<file path="src/common/fcd_consts.vh">
// Operation
// - Command cycles are writes; only array reads and identification reads are read cycles.
// - Array reads are plain single read cycles without any preceding writes.
// - Single F0 write returns bank to read; host issues it to leave identification.
// - Identification entry: two unlocks, 90 to bank unlock address, then bank reads.
// - Device identifier is read at word offsets 01, 0E and 0F of the bank.
// - Secured region entry: unlocks then 88; exit: unlocks, 90, then 00.
// - Program: AA to 555, 55 to 2AA, A0 to 555, then data.
// - Bypass mode entered by unlocks then 20; needed before bypass program.
// - Bypass program: A0 to any address, then data to target.
// - Bypass mode left by writing 90 then 00 to any address.
// - Erase: AA,55,80,AA,55 then 10 for chip or 30 to sector.
// - Further sectors in collection window take one write of 30 each.
// - Suspend B0 only during sector erase; resume 30 only while suspended.
`ifndef FCD_CONSTS_VH
`define FCD_CONSTS_VH
`define FCD_AW           21
`define FCD_DW           16
`define FCD_CLK_NS       50
`define FCD_WINDOW_NS    50000
`define FCD_WINDOW_CYC   ((`FCD_WINDOW_NS + `FCD_CLK_NS - 1) / `FCD_CLK_NS)
`define FCD_SETUP_CYC    4'h2
`define FCD_PULSE_CYC    4'h3
`define FCD_HOLD_CYC     4'h2
`define FCD_ADDR_555     21'h000555
`define FCD_ADDR_2AA     21'h0002aa
`define FCD_ADDR_55      21'h000055
`define FCD_BANK_LSB     18
`define FCD_OFS_MFR      21'h000000
`define FCD_OFS_ID1      21'h000001
`define FCD_OFS_PROT     21'h000002
`define FCD_OFS_SECR     21'h000003
`define FCD_OFS_ID2      21'h00000e
`define FCD_OFS_ID3      21'h00000f
`define FCD_D_UNLK1      16'h00aa
`define FCD_D_UNLK2      16'h0055
`define FCD_D_RESET      16'h00f0
`define FCD_D_IDENT      16'h0090
`define FCD_D_SECR       16'h0088
`define FCD_D_EXIT       16'h0000
`define FCD_D_PROG       16'h00a0
`define FCD_D_BYPASS     16'h0020
`define FCD_D_ERASE      16'h0080
`define FCD_D_CHIP       16'h0010
`define FCD_D_SECT       16'h0030
`define FCD_D_SUSP       16'h00b0
`define FCD_D_QUERY      16'h0098
`define FCD_OP_RESET     4'h0
`define FCD_OP_READ      4'h1
`define FCD_OP_IDENT     4'h2
`define FCD_OP_SECR_IN   4'h3
`define FCD_OP_SECR_OUT  4'h4
`define FCD_OP_PROG      4'h5
`define FCD_OP_BYP_IN    4'h6
`define FCD_OP_BYP_PROG  4'h7
`define FCD_OP_BYP_OUT   4'h8
`define FCD_OP_CHIP_ER   4'h9
`define FCD_OP_SECT_ER   4'ha
`define FCD_OP_SECT_ADD  4'hb
`define FCD_OP_SUSPEND   4'hc
`define FCD_OP_RESUME    4'hd
`define FCD_OP_QUERY     4'he
`endif

</file>
<file path="src/hdl/fcd_bus_cycle.v">
`include "fcd_consts.vh"

// One asynchronous bus cycle on the flash pins, timed in clock cycles
module fcd_bus_cycle
(
	// Clock and reset
	input  wire                    clk,
	input  wire                    resetn,
	// Cycle request
	input  wire                    start,
	input  wire                    is_read,
	input  wire [`FCD_AW-1:0]      addr,
	input  wire [`FCD_DW-1:0]      wdata,
	output reg                     done_r,
	output reg  [`FCD_DW-1:0]      rdata_r,
	// Flash pins
	output reg  [`FCD_AW-1:0]      f_addr_r,
	output reg                     f_ce_n_r,
	output reg                     f_we_n_r,
	output reg                     f_oe_n_r,
	output reg  [`FCD_DW-1:0]      f_dq_out_r,
	output reg                     f_dq_oe_n_r,
	input  wire [`FCD_DW-1:0]      f_dq_in
);
	localparam PH_IDLE  = 2'h0;
	localparam PH_SETUP = 2'h1;
	localparam PH_PULSE = 2'h2;
	localparam PH_HOLD  = 2'h3;

	reg [1:0] ph_r;
	reg [3:0] cnt_r;
	reg       rd_r;

	always @(posedge clk or negedge resetn)
	begin
		if (!resetn)
		begin
			ph_r        <= PH_IDLE;
			cnt_r       <= 4'h0;
			rd_r        <= 1'b0;
			done_r      <= 1'b0;
			rdata_r     <= 16'h0000;
			f_addr_r    <= 21'h000000;
			f_ce_n_r    <= 1'b1;
			f_we_n_r    <= 1'b1;
			f_oe_n_r    <= 1'b1;
			f_dq_out_r  <= 16'h0000;
			f_dq_oe_n_r <= 1'b1;
		end
		else
		begin
			done_r <= 1'b0;
			case (ph_r)
				PH_IDLE:
				begin
					if (start)
					begin
						// Address and chip enable settle before the strobe falls
						f_addr_r    <= addr;
						f_ce_n_r    <= 1'b0;
						rd_r        <= is_read;
						f_dq_out_r  <= wdata;
						f_dq_oe_n_r <= is_read;
						cnt_r       <= `FCD_SETUP_CYC;
						ph_r        <= PH_SETUP;
					end
				end
				PH_SETUP:
				begin
					if (cnt_r == 4'h1)
					begin
						// Strobe falls after chip enable: address latched here
						f_we_n_r <= rd_r;
						f_oe_n_r <= ~rd_r;
						cnt_r    <= `FCD_PULSE_CYC;
						ph_r     <= PH_PULSE;
					end
					else
						cnt_r <= cnt_r - 4'h1;
				end
				PH_PULSE:
				begin
					if (cnt_r == 4'h1)
					begin
						// Strobe rises before chip enable: data latched here
						if (rd_r)
							rdata_r <= f_dq_in;
						f_we_n_r <= 1'b1;
						f_oe_n_r <= 1'b1;
						cnt_r    <= `FCD_HOLD_CYC;
						ph_r     <= PH_HOLD;
					end
					else
						cnt_r <= cnt_r - 4'h1;
				end
				PH_HOLD:
				begin
					if (cnt_r == 4'h1)
					begin
						f_ce_n_r    <= 1'b1;
						f_dq_oe_n_r <= 1'b1;
						done_r      <= 1'b1;
						ph_r        <= PH_IDLE;
					end
					else
						cnt_r <= cnt_r - 4'h1;
				end
				default:
					ph_r <= PH_IDLE;
			endcase
		end
	end
endmodule // fcd_bus_cycle

</file>
<file path="src/hdl/fcd_host.v">
`include "fcd_consts.vh"

// Host-side sequencer: turns one operation request into its flash cycle sequence
module fcd_host
(
	// Clock and reset
	input  wire                    clk,
	input  wire                    resetn,
	// Operation request
	input  wire                    op_valid,
	input  wire [3:0]              op_code,
	input  wire [`FCD_AW-1:0]      op_addr,
	input  wire [`FCD_DW-1:0]      op_data,
	output reg                     op_ready_r,
	output reg                     op_done_r,
	output reg  [`FCD_DW-1:0]      rd_data_r,
	output reg                     rd_valid_r,
	output reg                     window_open_r,
	// Flash pins
	output wire [`FCD_AW-1:0]      f_addr,
	output wire                    f_ce_n,
	output wire                    f_we_n,
	output wire                    f_oe_n,
	output wire [`FCD_DW-1:0]      f_dq_out,
	output wire                    f_dq_oe_n,
	input  wire [`FCD_DW-1:0]      f_dq_in
);
	localparam S_IDLE = 2'h0;
	localparam S_ISSUE = 2'h1;
	localparam S_WAIT = 2'h2;

	localparam [15:0] WIN_CYC = `FCD_WINDOW_CYC;

	reg [1:0]         st_r;
	reg [3:0]         op_r;
	reg [`FCD_AW-1:0] a_r;
	reg [`FCD_DW-1:0] d_r;
	reg [2:0]         idx_r;
	reg [15:0]        win_r;
	reg               bc_start_r;
	reg               bc_read_r;
	reg [`FCD_AW-1:0] bc_addr_r;
	reg [`FCD_DW-1:0] bc_data_r;
	wire              bc_done;
	wire [`FCD_DW-1:0] bc_rdata;

	// Bank base: keep only the bank-select bits of the address
	function [`FCD_AW-1:0] bank_of;
		input [`FCD_AW-1:0] a;
		begin
			bank_of = {a[`FCD_AW-1:`FCD_BANK_LSB], {`FCD_BANK_LSB{1'b0}}};
		end
	endfunction

	// Per-op cycle count
	function [2:0] len_of;
		input [3:0] op;
		begin
			case (op)
				`FCD_OP_RESET, `FCD_OP_READ, `FCD_OP_SECT_ADD,
				`FCD_OP_SUSPEND, `FCD_OP_RESUME, `FCD_OP_QUERY: len_of = 3'h1;
				`FCD_OP_BYP_PROG, `FCD_OP_BYP_OUT:              len_of = 3'h2;
				`FCD_OP_SECR_IN, `FCD_OP_BYP_IN:                len_of = 3'h3;
				`FCD_OP_IDENT, `FCD_OP_SECR_OUT, `FCD_OP_PROG:  len_of = 3'h4;
				`FCD_OP_CHIP_ER, `FCD_OP_SECT_ER:               len_of = 3'h6;
				default:                                        len_of = 3'h1;
			endcase
		end
	endfunction

	// Cycle idx of op: {read, address, data}
	reg               c_rd;
	reg [`FCD_AW-1:0] c_a;
	reg [`FCD_DW-1:0] c_d;
	always @*
	begin
		c_rd = 1'b0;
		c_a  = `FCD_ADDR_555;
		c_d  = `FCD_D_UNLK1;
		// Unlock pairs at cycles 0,1 and, for erase, 3,4
		if (idx_r == 3'h1 || idx_r == 3'h4)
		begin
			c_a = `FCD_ADDR_2AA;
			c_d = `FCD_D_UNLK2;
		end
		case (op_r)
			`FCD_OP_RESET:
			begin
				c_a = a_r;
				c_d = `FCD_D_RESET;
			end
			`FCD_OP_READ:
			begin
				c_rd = 1'b1;
				c_a  = a_r;
			end
			`FCD_OP_IDENT:
				if (idx_r == 3'h2)
				begin
					c_a = bank_of(a_r) | `FCD_ADDR_555;
					c_d = `FCD_D_IDENT;
				end
				else if (idx_r == 3'h3)
				begin
					// Identification read; op_addr holds bank or sector plus offset
					c_rd = 1'b1;
					c_a  = a_r;
				end
			`FCD_OP_SECR_IN:
				if (idx_r == 3'h2)
					c_d = `FCD_D_SECR;
			`FCD_OP_SECR_OUT:
				if (idx_r == 3'h2)
					c_d = `FCD_D_IDENT;
				else if (idx_r == 3'h3)
				begin
					c_a = a_r;
					c_d = `FCD_D_EXIT;
				end
			`FCD_OP_PROG:
				if (idx_r == 3'h2)
					c_d = `FCD_D_PROG;
				else if (idx_r == 3'h3)
				begin
					c_a = a_r;
					c_d = d_r;
				end
			`FCD_OP_BYP_IN:
				if (idx_r == 3'h2)
					c_d = `FCD_D_BYPASS;
			`FCD_OP_BYP_PROG:
			begin
				c_a = a_r;
				c_d = (idx_r == 3'h0) ? `FCD_D_PROG : d_r;
			end
			`FCD_OP_BYP_OUT:
			begin
				c_a = a_r;
				c_d = (idx_r == 3'h0) ? `FCD_D_IDENT : `FCD_D_EXIT;
			end
			`FCD_OP_CHIP_ER, `FCD_OP_SECT_ER:
				if (idx_r == 3'h2)
					c_d = `FCD_D_ERASE;
				else if (idx_r == 3'h5)
				begin
					c_a = (op_r == `FCD_OP_SECT_ER) ? a_r : `FCD_ADDR_555;
					c_d = (op_r == `FCD_OP_SECT_ER) ? `FCD_D_SECT : `FCD_D_CHIP;
				end
			`FCD_OP_SECT_ADD:
			begin
				c_a = a_r;
				c_d = `FCD_D_SECT;
			end
			`FCD_OP_SUSPEND:
			begin
				c_a = bank_of(a_r);
				c_d = `FCD_D_SUSP;
			end
			`FCD_OP_RESUME:
			begin
				c_a = bank_of(a_r);
				c_d = `FCD_D_SECT;
			end
			`FCD_OP_QUERY:
			begin
				c_a = `FCD_ADDR_55;
				c_d = `FCD_D_QUERY;
			end
			default:
			begin
				c_a = a_r;
				c_d = `FCD_D_RESET;
			end
		endcase
	end

	always @(posedge clk or negedge resetn)
	begin
		if (!resetn)
		begin
			st_r          <= S_IDLE;
			op_r          <= 4'h0;
			a_r           <= 21'h000000;
			d_r           <= 16'h0000;
			idx_r         <= 3'h0;
			win_r         <= 16'h0000;
			bc_start_r    <= 1'b0;
			bc_read_r     <= 1'b0;
			bc_addr_r     <= 21'h000000;
			bc_data_r     <= 16'h0000;
			op_ready_r    <= 1'b0;
			op_done_r     <= 1'b0;
			rd_data_r     <= 16'h0000;
			rd_valid_r    <= 1'b0;
			window_open_r <= 1'b0;
		end
		else
		begin
			bc_start_r <= 1'b0;
			op_done_r  <= 1'b0;
			rd_valid_r <= 1'b0;
			// Collection window: further sectors must follow within it
			if (win_r != 16'h0000)
				win_r <= win_r - 16'h0001;
			window_open_r <= (win_r > 16'h0001);
			case (st_r)
				S_IDLE:
				begin
					op_ready_r <= 1'b1;
					if (op_valid && op_ready_r)
					begin
						op_ready_r <= 1'b0;
						op_r       <= op_code;
						a_r        <= op_addr;
						d_r        <= op_data;
						idx_r      <= 3'h0;
						st_r       <= S_ISSUE;
					end
				end
				S_ISSUE:
				begin
					bc_start_r <= 1'b1;
					bc_read_r  <= c_rd;
					bc_addr_r  <= c_a;
					bc_data_r  <= c_d;
					st_r       <= S_WAIT;
				end
				S_WAIT:
					if (bc_done)
					begin
						if (idx_r == len_of(op_r) - 3'h1)
						begin
							if (c_rd)
							begin
								rd_data_r  <= bc_rdata;
								rd_valid_r <= 1'b1;
							end
							if (op_r == `FCD_OP_SECT_ER || op_r == `FCD_OP_SECT_ADD)
								win_r <= WIN_CYC;
							else if (op_r == `FCD_OP_SUSPEND)
								win_r <= 16'h0000;
							op_done_r <= 1'b1;
							st_r      <= S_IDLE;
						end
						else
						begin
							idx_r <= idx_r + 3'h1;
							st_r  <= S_ISSUE;
						end
					end
				default:
					st_r <= S_IDLE;
			endcase
		end
	end

	fcd_bus_cycle u_cyc
	(
		.clk         (clk),
		.resetn      (resetn),
		.start       (bc_start_r),
		.is_read     (bc_read_r),
		.addr        (bc_addr_r),
		.wdata       (bc_data_r),
		.done_r      (bc_done),
		.rdata_r     (bc_rdata),
		.f_addr_r    (f_addr),
		.f_ce_n_r    (f_ce_n),
		.f_we_n_r    (f_we_n),
		.f_oe_n_r    (f_oe_n),
		.f_dq_out_r  (f_dq_out),
		.f_dq_oe_n_r (f_dq_oe_n),
		.f_dq_in     (f_dq_in)
	);
endmodule // fcd_host

</file>
<file path="config.mk">
export PLATFORM = sky130hd
export DESIGN_NAME = fcd_host
export DESIGN_NICKNAME = d
export VERILOG_FILES = /design/src/hdl/fcd_bus_cycle.v /design/src/hdl/fcd_host.v
export VERILOG_INCLUDE_DIRS = /design/src /design/src/common
export SDC_FILE = /design/constraint.sdc
export NUM_CORES = 1
export LEC_CHECK = 0
export BUFFER_PORTS_ARGS = -buffer_cell sky130_fd_sc_hd__buf_2
export CAP_MARGIN = 20
export CORE_ASPECT_RATIO = 0.7
export CORE_MARGIN = 2
export CORE_UTILIZATION = 62
export CTS_BUF_LIST = sky130_fd_sc_hd__clkbuf_16
export DETAILED_ROUTE_END_ITERATION = 8
export HOLD_SLACK_MARGIN = 0.15
export PLACE_DENSITY = 0.88
export RECOVER_POWER = 100
export SYNTH_ARGS = -nofsm -noshare
export SYNTH_HDL_FRONTEND = slang
export SYNTH_SLANG_ARGS = --single-unit
</file>
<file path="constraint.sdc">
create_clock -name clk -period 6.5 [get_ports clk]
set_input_delay 0.325 -clock clk [delete_from_list [all_inputs] [get_ports clk]]
set_output_delay 0.325 -clock clk [all_outputs]
set_load 0.1 [all_outputs]
</file>
==> results_dict.tcl, run 1 <==
set metrics [dict create \
    finalNetCount 1056 \
    gr-total-overflow 0 \
    grt_first_pass_wirelength_um 35020 \
    synth_top_cells_by_area "sky130_fd_sc_hd__dfrtp_1, sky130_fd_sc_hd__mux2_2, sky130_fd_sc_hd__nand2_1" \
    leakagePower_uw 0.004798 \
    fin_worst_skew_ns 0.01593 \
    tritoncts "yes" \
    critPathArrivalTime_ns 4.68 \
    vias_per_cell 5.813 \
    min_path_type "in2reg" \
    rows 35 \
    hpwl_um 13490 \
    achievable-frequency_mhz 225.1 \
    grt_pass1_vias 6823 \
    cts_resized 0 \
    drt-pass1-iter-count 6 \
    mappedNetlistArea_mm2 0.008605 \
    synth-edff-count 0 \
    worst_setup_path_start_kind "flop" \
    ctsHoldBuffers 55 \
    grt_max_degree 114 \
    cp-end-kind "flop" \
    gp_congestion 0.9903 \
    drtAntennaViolNets 0 \
    routed_wire_length_per_instance_um 18.48 \
    die_width_um 144.8 \
    io_buffers 120 \
    regToRegEndpoint "win_r[1]" \
    worst-r2r-cell-count 8 \
    grt_setup_unrepaired "false" \
    design.die.area_mm2 0.01485 \
    r2r-start "op_r[2]" \
    detail_route.drc_violations 0 \
    cp_max_fo 32 \
    cp-startpoint "op_r[2]" \
    power-per-cell-area_mw_per_mm2 416.8 \
    wirelength_um 21670 \
    drv_cap 6 \
    initial_core_util 0.6442 \
    layout-area-overhead-vs-synth_pct 20.63 \
    clk_latency_ns 0.43 \
    clkTransAtPathRegs_ns 0.08 \
    run_status "finished, violations left" \
    cts-root-buf "sky130_fd_sc_hd__clkbuf_16" \
    htree_levels 4 \
    worst_setup_path_endpoint "win_r[1]" \
    synthesis.nets 893 \
    finalMaxSlewViolations 253 \
    timing.final.crit_share 0.6835 \
    synthDistinctLibCells 73 \
    numCtsBuffers 17 \
    reg_top3 "a_r (21), bc_addr_r (21), u_cyc.f_addr_r (21)" \
    fin_setup_tns_ns 0 \
    antenna_cells 0 \
    final_hold_viol_count 0 \
    postLayoutCoreUtil 0.7771 \
    slew-limit-headroom -0.8932 \
    fraction_of_the_yosys_area_taken_by_sequential_cells 0.5415 \
    num_vias 6819 \
    cts_max_path_buffers 2 \
    timing.final.setup_violations 0 \
    cts_num_sinks 186 \
    tightest_slew_ns 2.840 \
    synth.most_common_cell "sky130_fd_sc_hd__dfrtp_1" \
    async_flop_share 1.000 \
    path_class "reg2reg" \
    ys_dominant_reg_cell "sky130_fd_sc_hd__dfrtp_1" \
    syn_inst 812 \
    die_h_um 102.6 \
    drive_gt1_frac 0.1852 \
    register_bit_total_from_synthesis 186 \
    synth_area_per_cell_um2 10.60 \
    data_required_critical_path_ns 6.73 \
    cts.repair_timing.setup_buffer_count 0 \
    initial_antenna_violation_count 0 \
    finalCriticalPeriod_ns 4.443 \
    yosys-top-cells-count "sky130_fd_sc_hd__dfrtp_1, sky130_fd_sc_hd__nand2_1, sky130_fd_sc_hd__mux2_2" \
    synth_top_cell_by_area "sky130_fd_sc_hd__dfrtp_1" \
    vdd_ir_drop_max_v 0.0003126 \
    synth.top_cell.area_share 0.5293 \
    yosysWarnings 0 \
    coreArea_mm2 0.01336 \
    register_to_register_path_setup_slack_ns 2.06 \
    gr-usage-all-layers 0.3052 \
    io-pin-count 121 \
    failed_checks "max-capacitance violations, max-slew violations" \
    dr.first_iter.drc_count 731 \
]
-- cell type report --
cell class / instances / area [um^2]
sequential: 186 / 4659
clock buffer: 17 / 425.4
inverter: 21 / 78.83
fill: 869 / 2977
multi-input combinational: 568 / 3669
timing repair buffer: 181 / 1126
clock inverter: 15 / 190.2
tap: 185 / 231.5
-- worst min-delay path by stage --
stage	cells after the start	startpoint	end	slack [ns]
3_3_place_gp	1	u_cyc.done_r	st_r[1]	0.45
3_5_place_dp	1	u_cyc.done_r	st_r[1]	0.45
6_report	2	f_dq_in[2]	u_cyc.rdata_r[2]	0.15
2_1_floorplan	0	resetn	a_r[0]	0.03
5_1_grt	2	f_dq_in[2]	u_cyc.rdata_r[2]	0.16
4_1_cts	2	f_dq_in[2]	u_cyc.rdata_r[2]	0.15
-- logic make-up after synthesis --
group,Yosys count,share of synthesized area
compound gates,150,0.1203
mux,80,0.1037
buf+inv,58,0.02763
fa+ha+maj,21,0.03054
xor+xnor,17,0.01730
flops,186,0.5415
simple gates,300,0.1591
-- where the power goes --
part           internal [uW]  switching [uW]  total, uW  leakage [uW]
Sequential              1430             216       1650       0.00234
Combinational            509            1120       1630       0.00216
Clock                    528             523       1050      0.000299
Total                   2470            1860       4330       0.00480
-- per-layer routing --
metal | vias to the layer above | part of all wire | wire length (um) | global-route usage
met2 | 311 | 0.46 | 9864 | 0.4750
li1 | 3164 | - | - | -
met1 | 3287 | 0.45 | 9673 | 0.4296
met3 | 57 | 0.071 | 1539 | 0.06549
met5 | - | 0 | 0 | 0
met4 | 0 | 0.027 | 596 | 0.1135
-- per-stage QoR --
stage | std cells | total power [uW] | hold WS [ns] | setup slack [ns] | area [um^2]
global placement | 1084 | 3208 | 0.4458 | 3.054 | 9318
detailed placement | 1085 | 3256 | 0.4542 | 2.983 | 9323
finish | 1173 | 4326 | 0.1546 | 2.057 | 10380
global route | 1173 | 4577 | 0.1571 | 1.375 | 10380
CTS | 1172 | 4342 | 0.1520 | 2.979 | 10490
floorplan | 812 | 2869 | 0.02941 | 3.705 | 8605
-- critical path, cell delays in order, from the launching register on --
cell,delay (ns)
sky130_fd_sc_hd__dfrtp_1,0.94
sky130_fd_sc_hd__nor2b_1,0.72
sky130_fd_sc_hd__a21oi_1,0.16
sky130_fd_sc_hd__ha_1,0.31
sky130_fd_sc_hd__xor2_1,0.16
sky130_fd_sc_hd__o311a_1,0.19
sky130_fd_sc_hd__nand3_1,0.14
sky130_fd_sc_hd__nor4_1,1.35
sky130_fd_sc_hd__a221oi_1,0.28
-- cells in the final DEF, fill, tap and decap left out, types with 5 or more instances in the layout --
cell type and count:
sky130_fd_sc_hd__a21oi_1 34, sky130_fd_sc_hd__a22o_1 12, sky130_fd_sc_hd__a31oi_1 7, sky130_fd_sc_hd__buf_2 59, sky130_fd_sc_hd__clkbuf_1 64, sky130_fd_sc_hd__clkbuf_16 17, sky130_fd_sc_hd__clkinv_8 5, sky130_fd_sc_hd__dfrtp_1 182
sky130_fd_sc_hd__dlygate4sd3_1 55, sky130_fd_sc_hd__ha_1 21, sky130_fd_sc_hd__inv_1 21, sky130_fd_sc_hd__mux2_2 71, sky130_fd_sc_hd__mux2i_1 7, sky130_fd_sc_hd__nand2_1 159, sky130_fd_sc_hd__nand2b_1 16, sky130_fd_sc_hd__nand3_1 13
sky130_fd_sc_hd__nor2_1 52, sky130_fd_sc_hd__nor2b_1 5, sky130_fd_sc_hd__nor3_1 18, sky130_fd_sc_hd__nor4_1 8, sky130_fd_sc_hd__o211ai_1 5, sky130_fd_sc_hd__o21ai_0 37, sky130_fd_sc_hd__o22ai_1 6, sky130_fd_sc_hd__o311a_1 5
sky130_fd_sc_hd__o31ai_1 5, sky130_fd_sc_hd__xnor2_1 10, sky130_fd_sc_hd__xor2_1 7
(Power assumes the default switching activity.)
==> run 2: changes to the inputs <==
- CORE_UTILIZATION: 62 -> 57
- PLACE_DENSITY: 0.88 -> 0.82
- clock period: 6.5 -> 4.5 ns (I/O delays scaled with it)
==> results_dict.tcl, run 2 (synthesis gave the netlist of run 1 again) <==
set metrics [dict create \
    gr-usage-all-layers 0.2799 \
    cts_num_sinks 186 \
    worst-r2r-cell-count 9 \
    timing.critical_path.cells "nand2b_1, o22ai_1, ha_1, xor2_1, o311a_1, and3_1, nand3_1, inv_1, mux2_2" \
    tritoncts "yes" \
    failed_checks "max-capacitance violations, max-slew violations" \
    min_delay_startpoint "op_valid" \
    critPathArrivalTime_ns 3.98 \
    coreArea_mm2 0.01472 \
    die_width_um 150.9 \
    cp-end-kind "flop" \
    placedCellCount 1098 \
    timing.final.crit_share 0.8143 \
    num_vias 6882 \
    grt_setup_unrepaired "false" \
    slew-limit-headroom -0.5857 \
    crit_slowest_cell "sky130_fd_sc_hd__dfrtp_1" \
    drv_cap 4 \
    tightest_slew_ns 2.379 \
    reg_top3 "a_r (21), bc_addr_r (21), u_cyc.f_addr_r (21)" \
    layout_commonest_cell "sky130_fd_sc_hd__dfrtp_1" \
    cts-root-buf "sky130_fd_sc_hd__clkbuf_16" \
    detail_route.drc_violations 0 \
    p_comb_frac 0.388 \
    die_h_um 106.8 \
    power.switching_fraction 0.4258 \
    run_status "finished, violations left" \
    vdd_ir_drop_max_v 0.0003475 \
    r2r-start "op_r[3]" \
    clkTransAtPathRegs_ns 0.08 \
    power_report.internal_total_uw 3547 \
    finalCriticalPeriod_ns 3.665 \
    regToRegEndpoint "rd_data_r[2]" \
    timing.final.setup_violations 0 \
    family_of_cells_with_the_greatest_summed_delay_on_the_critical_path "flip-flops" \
    path_class "reg2reg" \
    io_buffers 120 \
    power-per-cell-area_mw_per_mm2 594.8 \
    clockPowerShare 0.231 \
    dr.first_iter.drc_count 679 \
    leakagePower_uw 0.004788 \
    routed_wire_length_per_instance_um 18.14 \
    hpwl_um 13620 \
    grt_max_degree 98 \
    max_stage_delay_ns 0.94 \
    cts.repair_timing.setup_buffer_count 0 \
    p_switching_uw 2630 \
    finalMaxSlewViolations 215 \
    design.die.area_mm2 0.01611 \
    fin_setup_tns_ns 0 \
    fin_worst_skew_ns 0.01168 \
    cp_max_fo 29 \
    htree_levels 4 \
    vias_per_cell 5.778 \
    numCtsBuffers 17 \
    wirelength_um 21600 \
    cts_max_path_buffers 2 \
    drive_gt1_frac 0.1901 \
    clk_latency_ns 0.43 \
    drt-pass1-iter-count 6 \
    power.sequential.fraction 0.381 \
    postLayoutCoreUtil 0.7053 \
    worst_setup_path_start_kind "flop" \
    final_hold_viol_count 0 \
    layout-area-overhead-vs-synth_pct 20.68 \
    gr-total-overflow 0 \
    grt_pass1_vias 6850 \
    min_path_type "in2reg" \
    stdcell_count 1191 \
    gp_congestion 0.9375 \
    register_to_register_path_setup_slack_ns 0.84 \
    io-pin-count 121 \
    data_required_critical_path_ns 4.82 \
    hold_crit_depth 4 \
    finalNetCount 1062 \
    crit_buf_inv 1 \
    rows 37 \
    achievable-frequency_mhz 272.9 \
    grt_first_pass_wirelength_um 35220 \
    min_to "st_r[0]" \
    initial_core_util 0.5845 \
    initial_antenna_violation_count 0 \
    drtAntennaViolNets 0 \
    layout_common_cells "sky130_fd_sc_hd__dfrtp_1, sky130_fd_sc_hd__nand2_1, sky130_fd_sc_hd__mux2_2" \
]
==> run 2: changes by cell type in the layout (fill, tap and decap cells not counted), sizes merged <==
| cell | before | now |
|---|---|---|
| clkbuf | 82 | 83 |
| dlygate4sd3 | 55 | 58 |
| diode | 0 | 2 |
| buf | 61 | 63 |
| inv | 27 | 26 |
| clkinv | 9 | 6 |
| clkinvlp | 0 | 4 |
==> run 2: worst max path at each step <==
stage             from             to  slack (ns)  cells after the start
2_1_floorplan  op_r[3]  rd_data_r[10]        1.70                     14
3_3_place_gp   op_r[3]   rd_data_r[2]        1.30                      9
3_5_place_dp   op_r[3]   rd_data_r[2]        1.22                      9
4_1_cts        op_r[3]   rd_data_r[2]        1.18                      9
5_1_grt        op_r[3]   rd_data_r[2]        0.56                      9
6_report       op_r[3]   rd_data_r[2]        0.84                      9
==> run 2: worst min-delay path, delay by kind of cell <==
| kind | cells | cell delay, ns |
|---|---|---|
| buf+inv | 2 | 0.37 |
| simple gates | 2 | 0.18 |
==> run 2: area by class of cell <==
| type | instances | area [um^2] |
|---|---|---|
| antenna | 2 | 5.005 |
| clock buffer | 17 | 425.4 |
| clock inverter | 15 | 135.1 |
| fill | 1064 | 4338 |
| inverter | 21 | 78.83 |
| multi-input combinational | 568 | 3676 |
| sequential | 186 | 4659 |
| tap | 195 | 244.0 |
| timing repair buffer | 187 | 1160 |
==> run 2: power groups by stage <==
stage	combinational (uW)	sequential [uW]	clock [uW]
floorplan	1430	2720	0
global placement	2300	2350	0
detailed placement	2340	2370	0
CTS	2400	2340	1440
global route	2620	2400	1520
finish	2390	2360	1430
==> run 2: through the flow <==
step	total power (uW)	area [um^2]	setup slack [ns]	hold WS, ns
4_1_cts	6179	10500	1.175	0.3654
6_report	6177	10380	0.8355	0.3780
5_1_grt	6549	10380	0.5571	0.3909
3_5_place_dp	4702	9360	1.219	0.3519
2_1_floorplan	4144	8605	1.705	-0.07059
3_3_place_gp	4652	9360	1.303	0.3537
==> run 2: per-layer routing <==
layer / track usage / up-vias / wire length (um)
li1: - / 3188 / -
met2: 0.4331 / 279 / 9997
met1: 0.4004 / 3384 / 9739
met4: 0.08344 / 0 / 344
met5: 0.003333 / - / 0
met3: 0.06043 / 31 / 1519
==> run 2: what timing repair did <==
action | 4_1_cts | 5_1_grt
endpoints found under the setup margin | 0 | 0
gates resized for setup | 0 | 0
endpoints found under the hold margin | 150 | 0
hold buffers | 58 | 0
==> run 3: changes to the inputs <==
- clock period: 4.5 -> 3.6 ns (I/O delays scaled with it)
==> results_dict.tcl, run 3 (synthesis gave the netlist of run 1 again) <==
set metrics [dict create \
    path_class "reg2reg" \
    grt_pass1_vias 6669 \
    routed_wire_length_per_instance_um 17.94 \
    htree_levels 4 \
    num_vias 6876 \
    initial_core_util 0.5845 \
    cts.repair_timing.setup_buffer_count 0 \
    cp-end-kind "flop" \
    fin_worst_skew_ns 0.01924 \
    die_h_um 106.8 \
    clockPowerShare 0.239 \
    io_buffers 120 \
    timing.final.crit_share 0.8993 \
    tightest_slew_ns 2.192 \
    die_width_um 150.9 \
    wirelength_um 21390 \
    stdcell_count 1192 \
    timing.final.setup_violations 0 \
    run_status "finished, violations left" \
    post-layout-total-power_uw 7849 \
    drive_gt1_frac 0.1946 \
    initial_antenna_violation_count 1 \
    clkTransAtPathRegs_ns 0.07 \
    min_path_type "in2reg" \
    finalMaxSlewViolations 174 \
    fin_setup_tns_ns 0 \
    coreArea_mm2 0.01472 \
    grt_setup_unrepaired "false" \
    cp_max_fo 14 \
    placedCellCount 1101 \
    hpwl_um 13830 \
    vdd_ir_drop_max_v 0.0003980 \
    power.sequential.fraction 0.370 \
    p_switching_uw 3316 \
    final_hold_viol_count 0 \
    p_comb_frac 0.390 \
    grt_first_pass_wirelength_um 34340 \
    dr.first_iter.drc_count 643 \
    gr-total-overflow 0 \
    peak_usage_layer_in_the_global_routing_report "met2" \
    grt_max_degree 89 \
    vias_per_cell 5.768 \
    grt_use_met3 0.06128 \
    cts_max_path_buffers 2 \
    ctsHoldBuffers 58 \
    cts-root-buf "sky130_fd_sc_hd__clkbuf_16" \
    global_route.usage.met2 0.4146 \
    failed_checks "max-capacitance violations, max-slew violations" \
    data_required_critical_path_ns 3.92 \
    drtAntennaViolNets 0 \
    gp_congestion 0.9384 \
    io-pin-count 121 \
    detail_route.drc_violations 0 \
    numCtsBuffers 17 \
    layout_common_cells "sky130_fd_sc_hd__dfrtp_1, sky130_fd_sc_hd__nand2_1, sky130_fd_sc_hd__mux2_2" \
    design.die.area_mm2 0.01611 \
    cts_resized 0 \
    postLayoutCoreUtil 0.7116 \
    power-per-cell-area_mw_per_mm2 749.2 \
    finalCriticalPeriod_ns 3.237 \
    drt-pass1-iter-count 5 \
    reg_top3 "a_r (21), bc_addr_r (21), u_cyc.f_addr_r (21)" \
    drv_cap 3 \
    clk_latency_ns 0.44 \
    tritoncts "yes" \
    antenna_cells 0 \
    leakagePower_uw 0.004834 \
    gr-usage-all-layers 0.2749 \
    cts_num_sinks 186 \
    power_report.internal_total_uw 4533 \
    rows 37 \
    critPathArrivalTime_ns 3.56 \
    finalNetCount 1065 \
    worst_setup_path_start_kind "flop" \
    power.switching_fraction 0.4225 \
    layout-area-overhead-vs-synth_pct 21.75 \
    achievable-frequency_mhz 308.9 \
    slew-limit-headroom -0.4611 \
    layout_commonest_cell "sky130_fd_sc_hd__dfrtp_1" \
    grt_use_met1 0.3936 \
]
run 3: cell count changes in the layout (fill, tap and decap cells not counted), moves of 2 or more:
cell,change
sky130_fd_sc_hd__clkinvlp_4,-3
sky130_fd_sc_hd__clkinv_8,+3
sky130_fd_sc_hd__inv_8,-2
sky130_fd_sc_hd__buf_4,+2
sky130_fd_sc_hd__diode_2,-2
run 3: critical path, cell delays in order, from the launching register on:
cell,delay (ns)
sky130_fd_sc_hd__dfrtp_1,0.43
sky130_fd_sc_hd__ha_1,0.53
sky130_fd_sc_hd__nor2b_1,0.11
sky130_fd_sc_hd__nor2_1,0.12
sky130_fd_sc_hd__o22ai_1,0.09
sky130_fd_sc_hd__ha_1,0.33
sky130_fd_sc_hd__xor2_1,0.14
sky130_fd_sc_hd__o311a_1,0.20
sky130_fd_sc_hd__and3_1,0.19
sky130_fd_sc_hd__nand3_2,0.16
sky130_fd_sc_hd__inv_1,0.42
sky130_fd_sc_hd__mux2_2,0.40
run 3: cell type report:
type / instances / area [um^2]
Clock buffer: 17 / 425.4
Clock inverter: 15 / 181.4
Tap cell: 195 / 244.0
Multi-Input combinational cell: 568 / 3694
Inverter: 21 / 78.83
Sequential cell: 186 / 4659
Fill cell: 1073 / 4245
Timing Repair Buffer: 190 / 1194
run 3: path summary, 6_finish.rpt:
path	slack, ns	end	start	cells past startpoint
worst max-delay path	0.36	rd_data_r[13]	op_r[1]	11
worst min-delay path	0.34	st_r[0]	op_valid	4
worst max register to register	0.36	rd_data_r[13]	op_r[1]	11
worst min register to register	0.46	st_r[1]	u_cyc.done_r	1
max in group asynchronous	0.91	u_cyc.f_addr_r[18]	resetn	3
min in group asynchronous	0.91	window_open_r	resetn	2
run 3: stage by stage:
stage | hold slack (ns) | worst slack (ns) | area [um^2]
finish | 0.3381 | 0.3626 | 10480
global route | 0.3765 | 0.1714 | 10480
CTS | 0.3265 | 0.5143 | 10580
detailed placement | 0.2974 | 0.5471 | 9395
global placement | 0.3017 | 0.6665 | 9395
floorplan | -0.1156 | 0.8050 | 8605
run 3: power groups by stage:
stage / Clock, uW / Combinational [uW] / Sequential, uW
2_1_floorplan: 0 / 1780 / 3400
3_3_place_gp: 0 / 2920 / 2910
3_5_place_dp: 0 / 2960 / 2930
4_1_cts: 1900 / 3040 / 2900
5_1_grt: 2000 / 3340 / 2960
6_report: 1880 / 3060 / 2910
run 3: layer usage:
layer / part of all wire / up-vias
met4: 0.019 / 0
li1: - / 3182
met1: 0.46 / 3381
met3: 0.076 / 41
met5: 0 / -
met2: 0.45 / 272
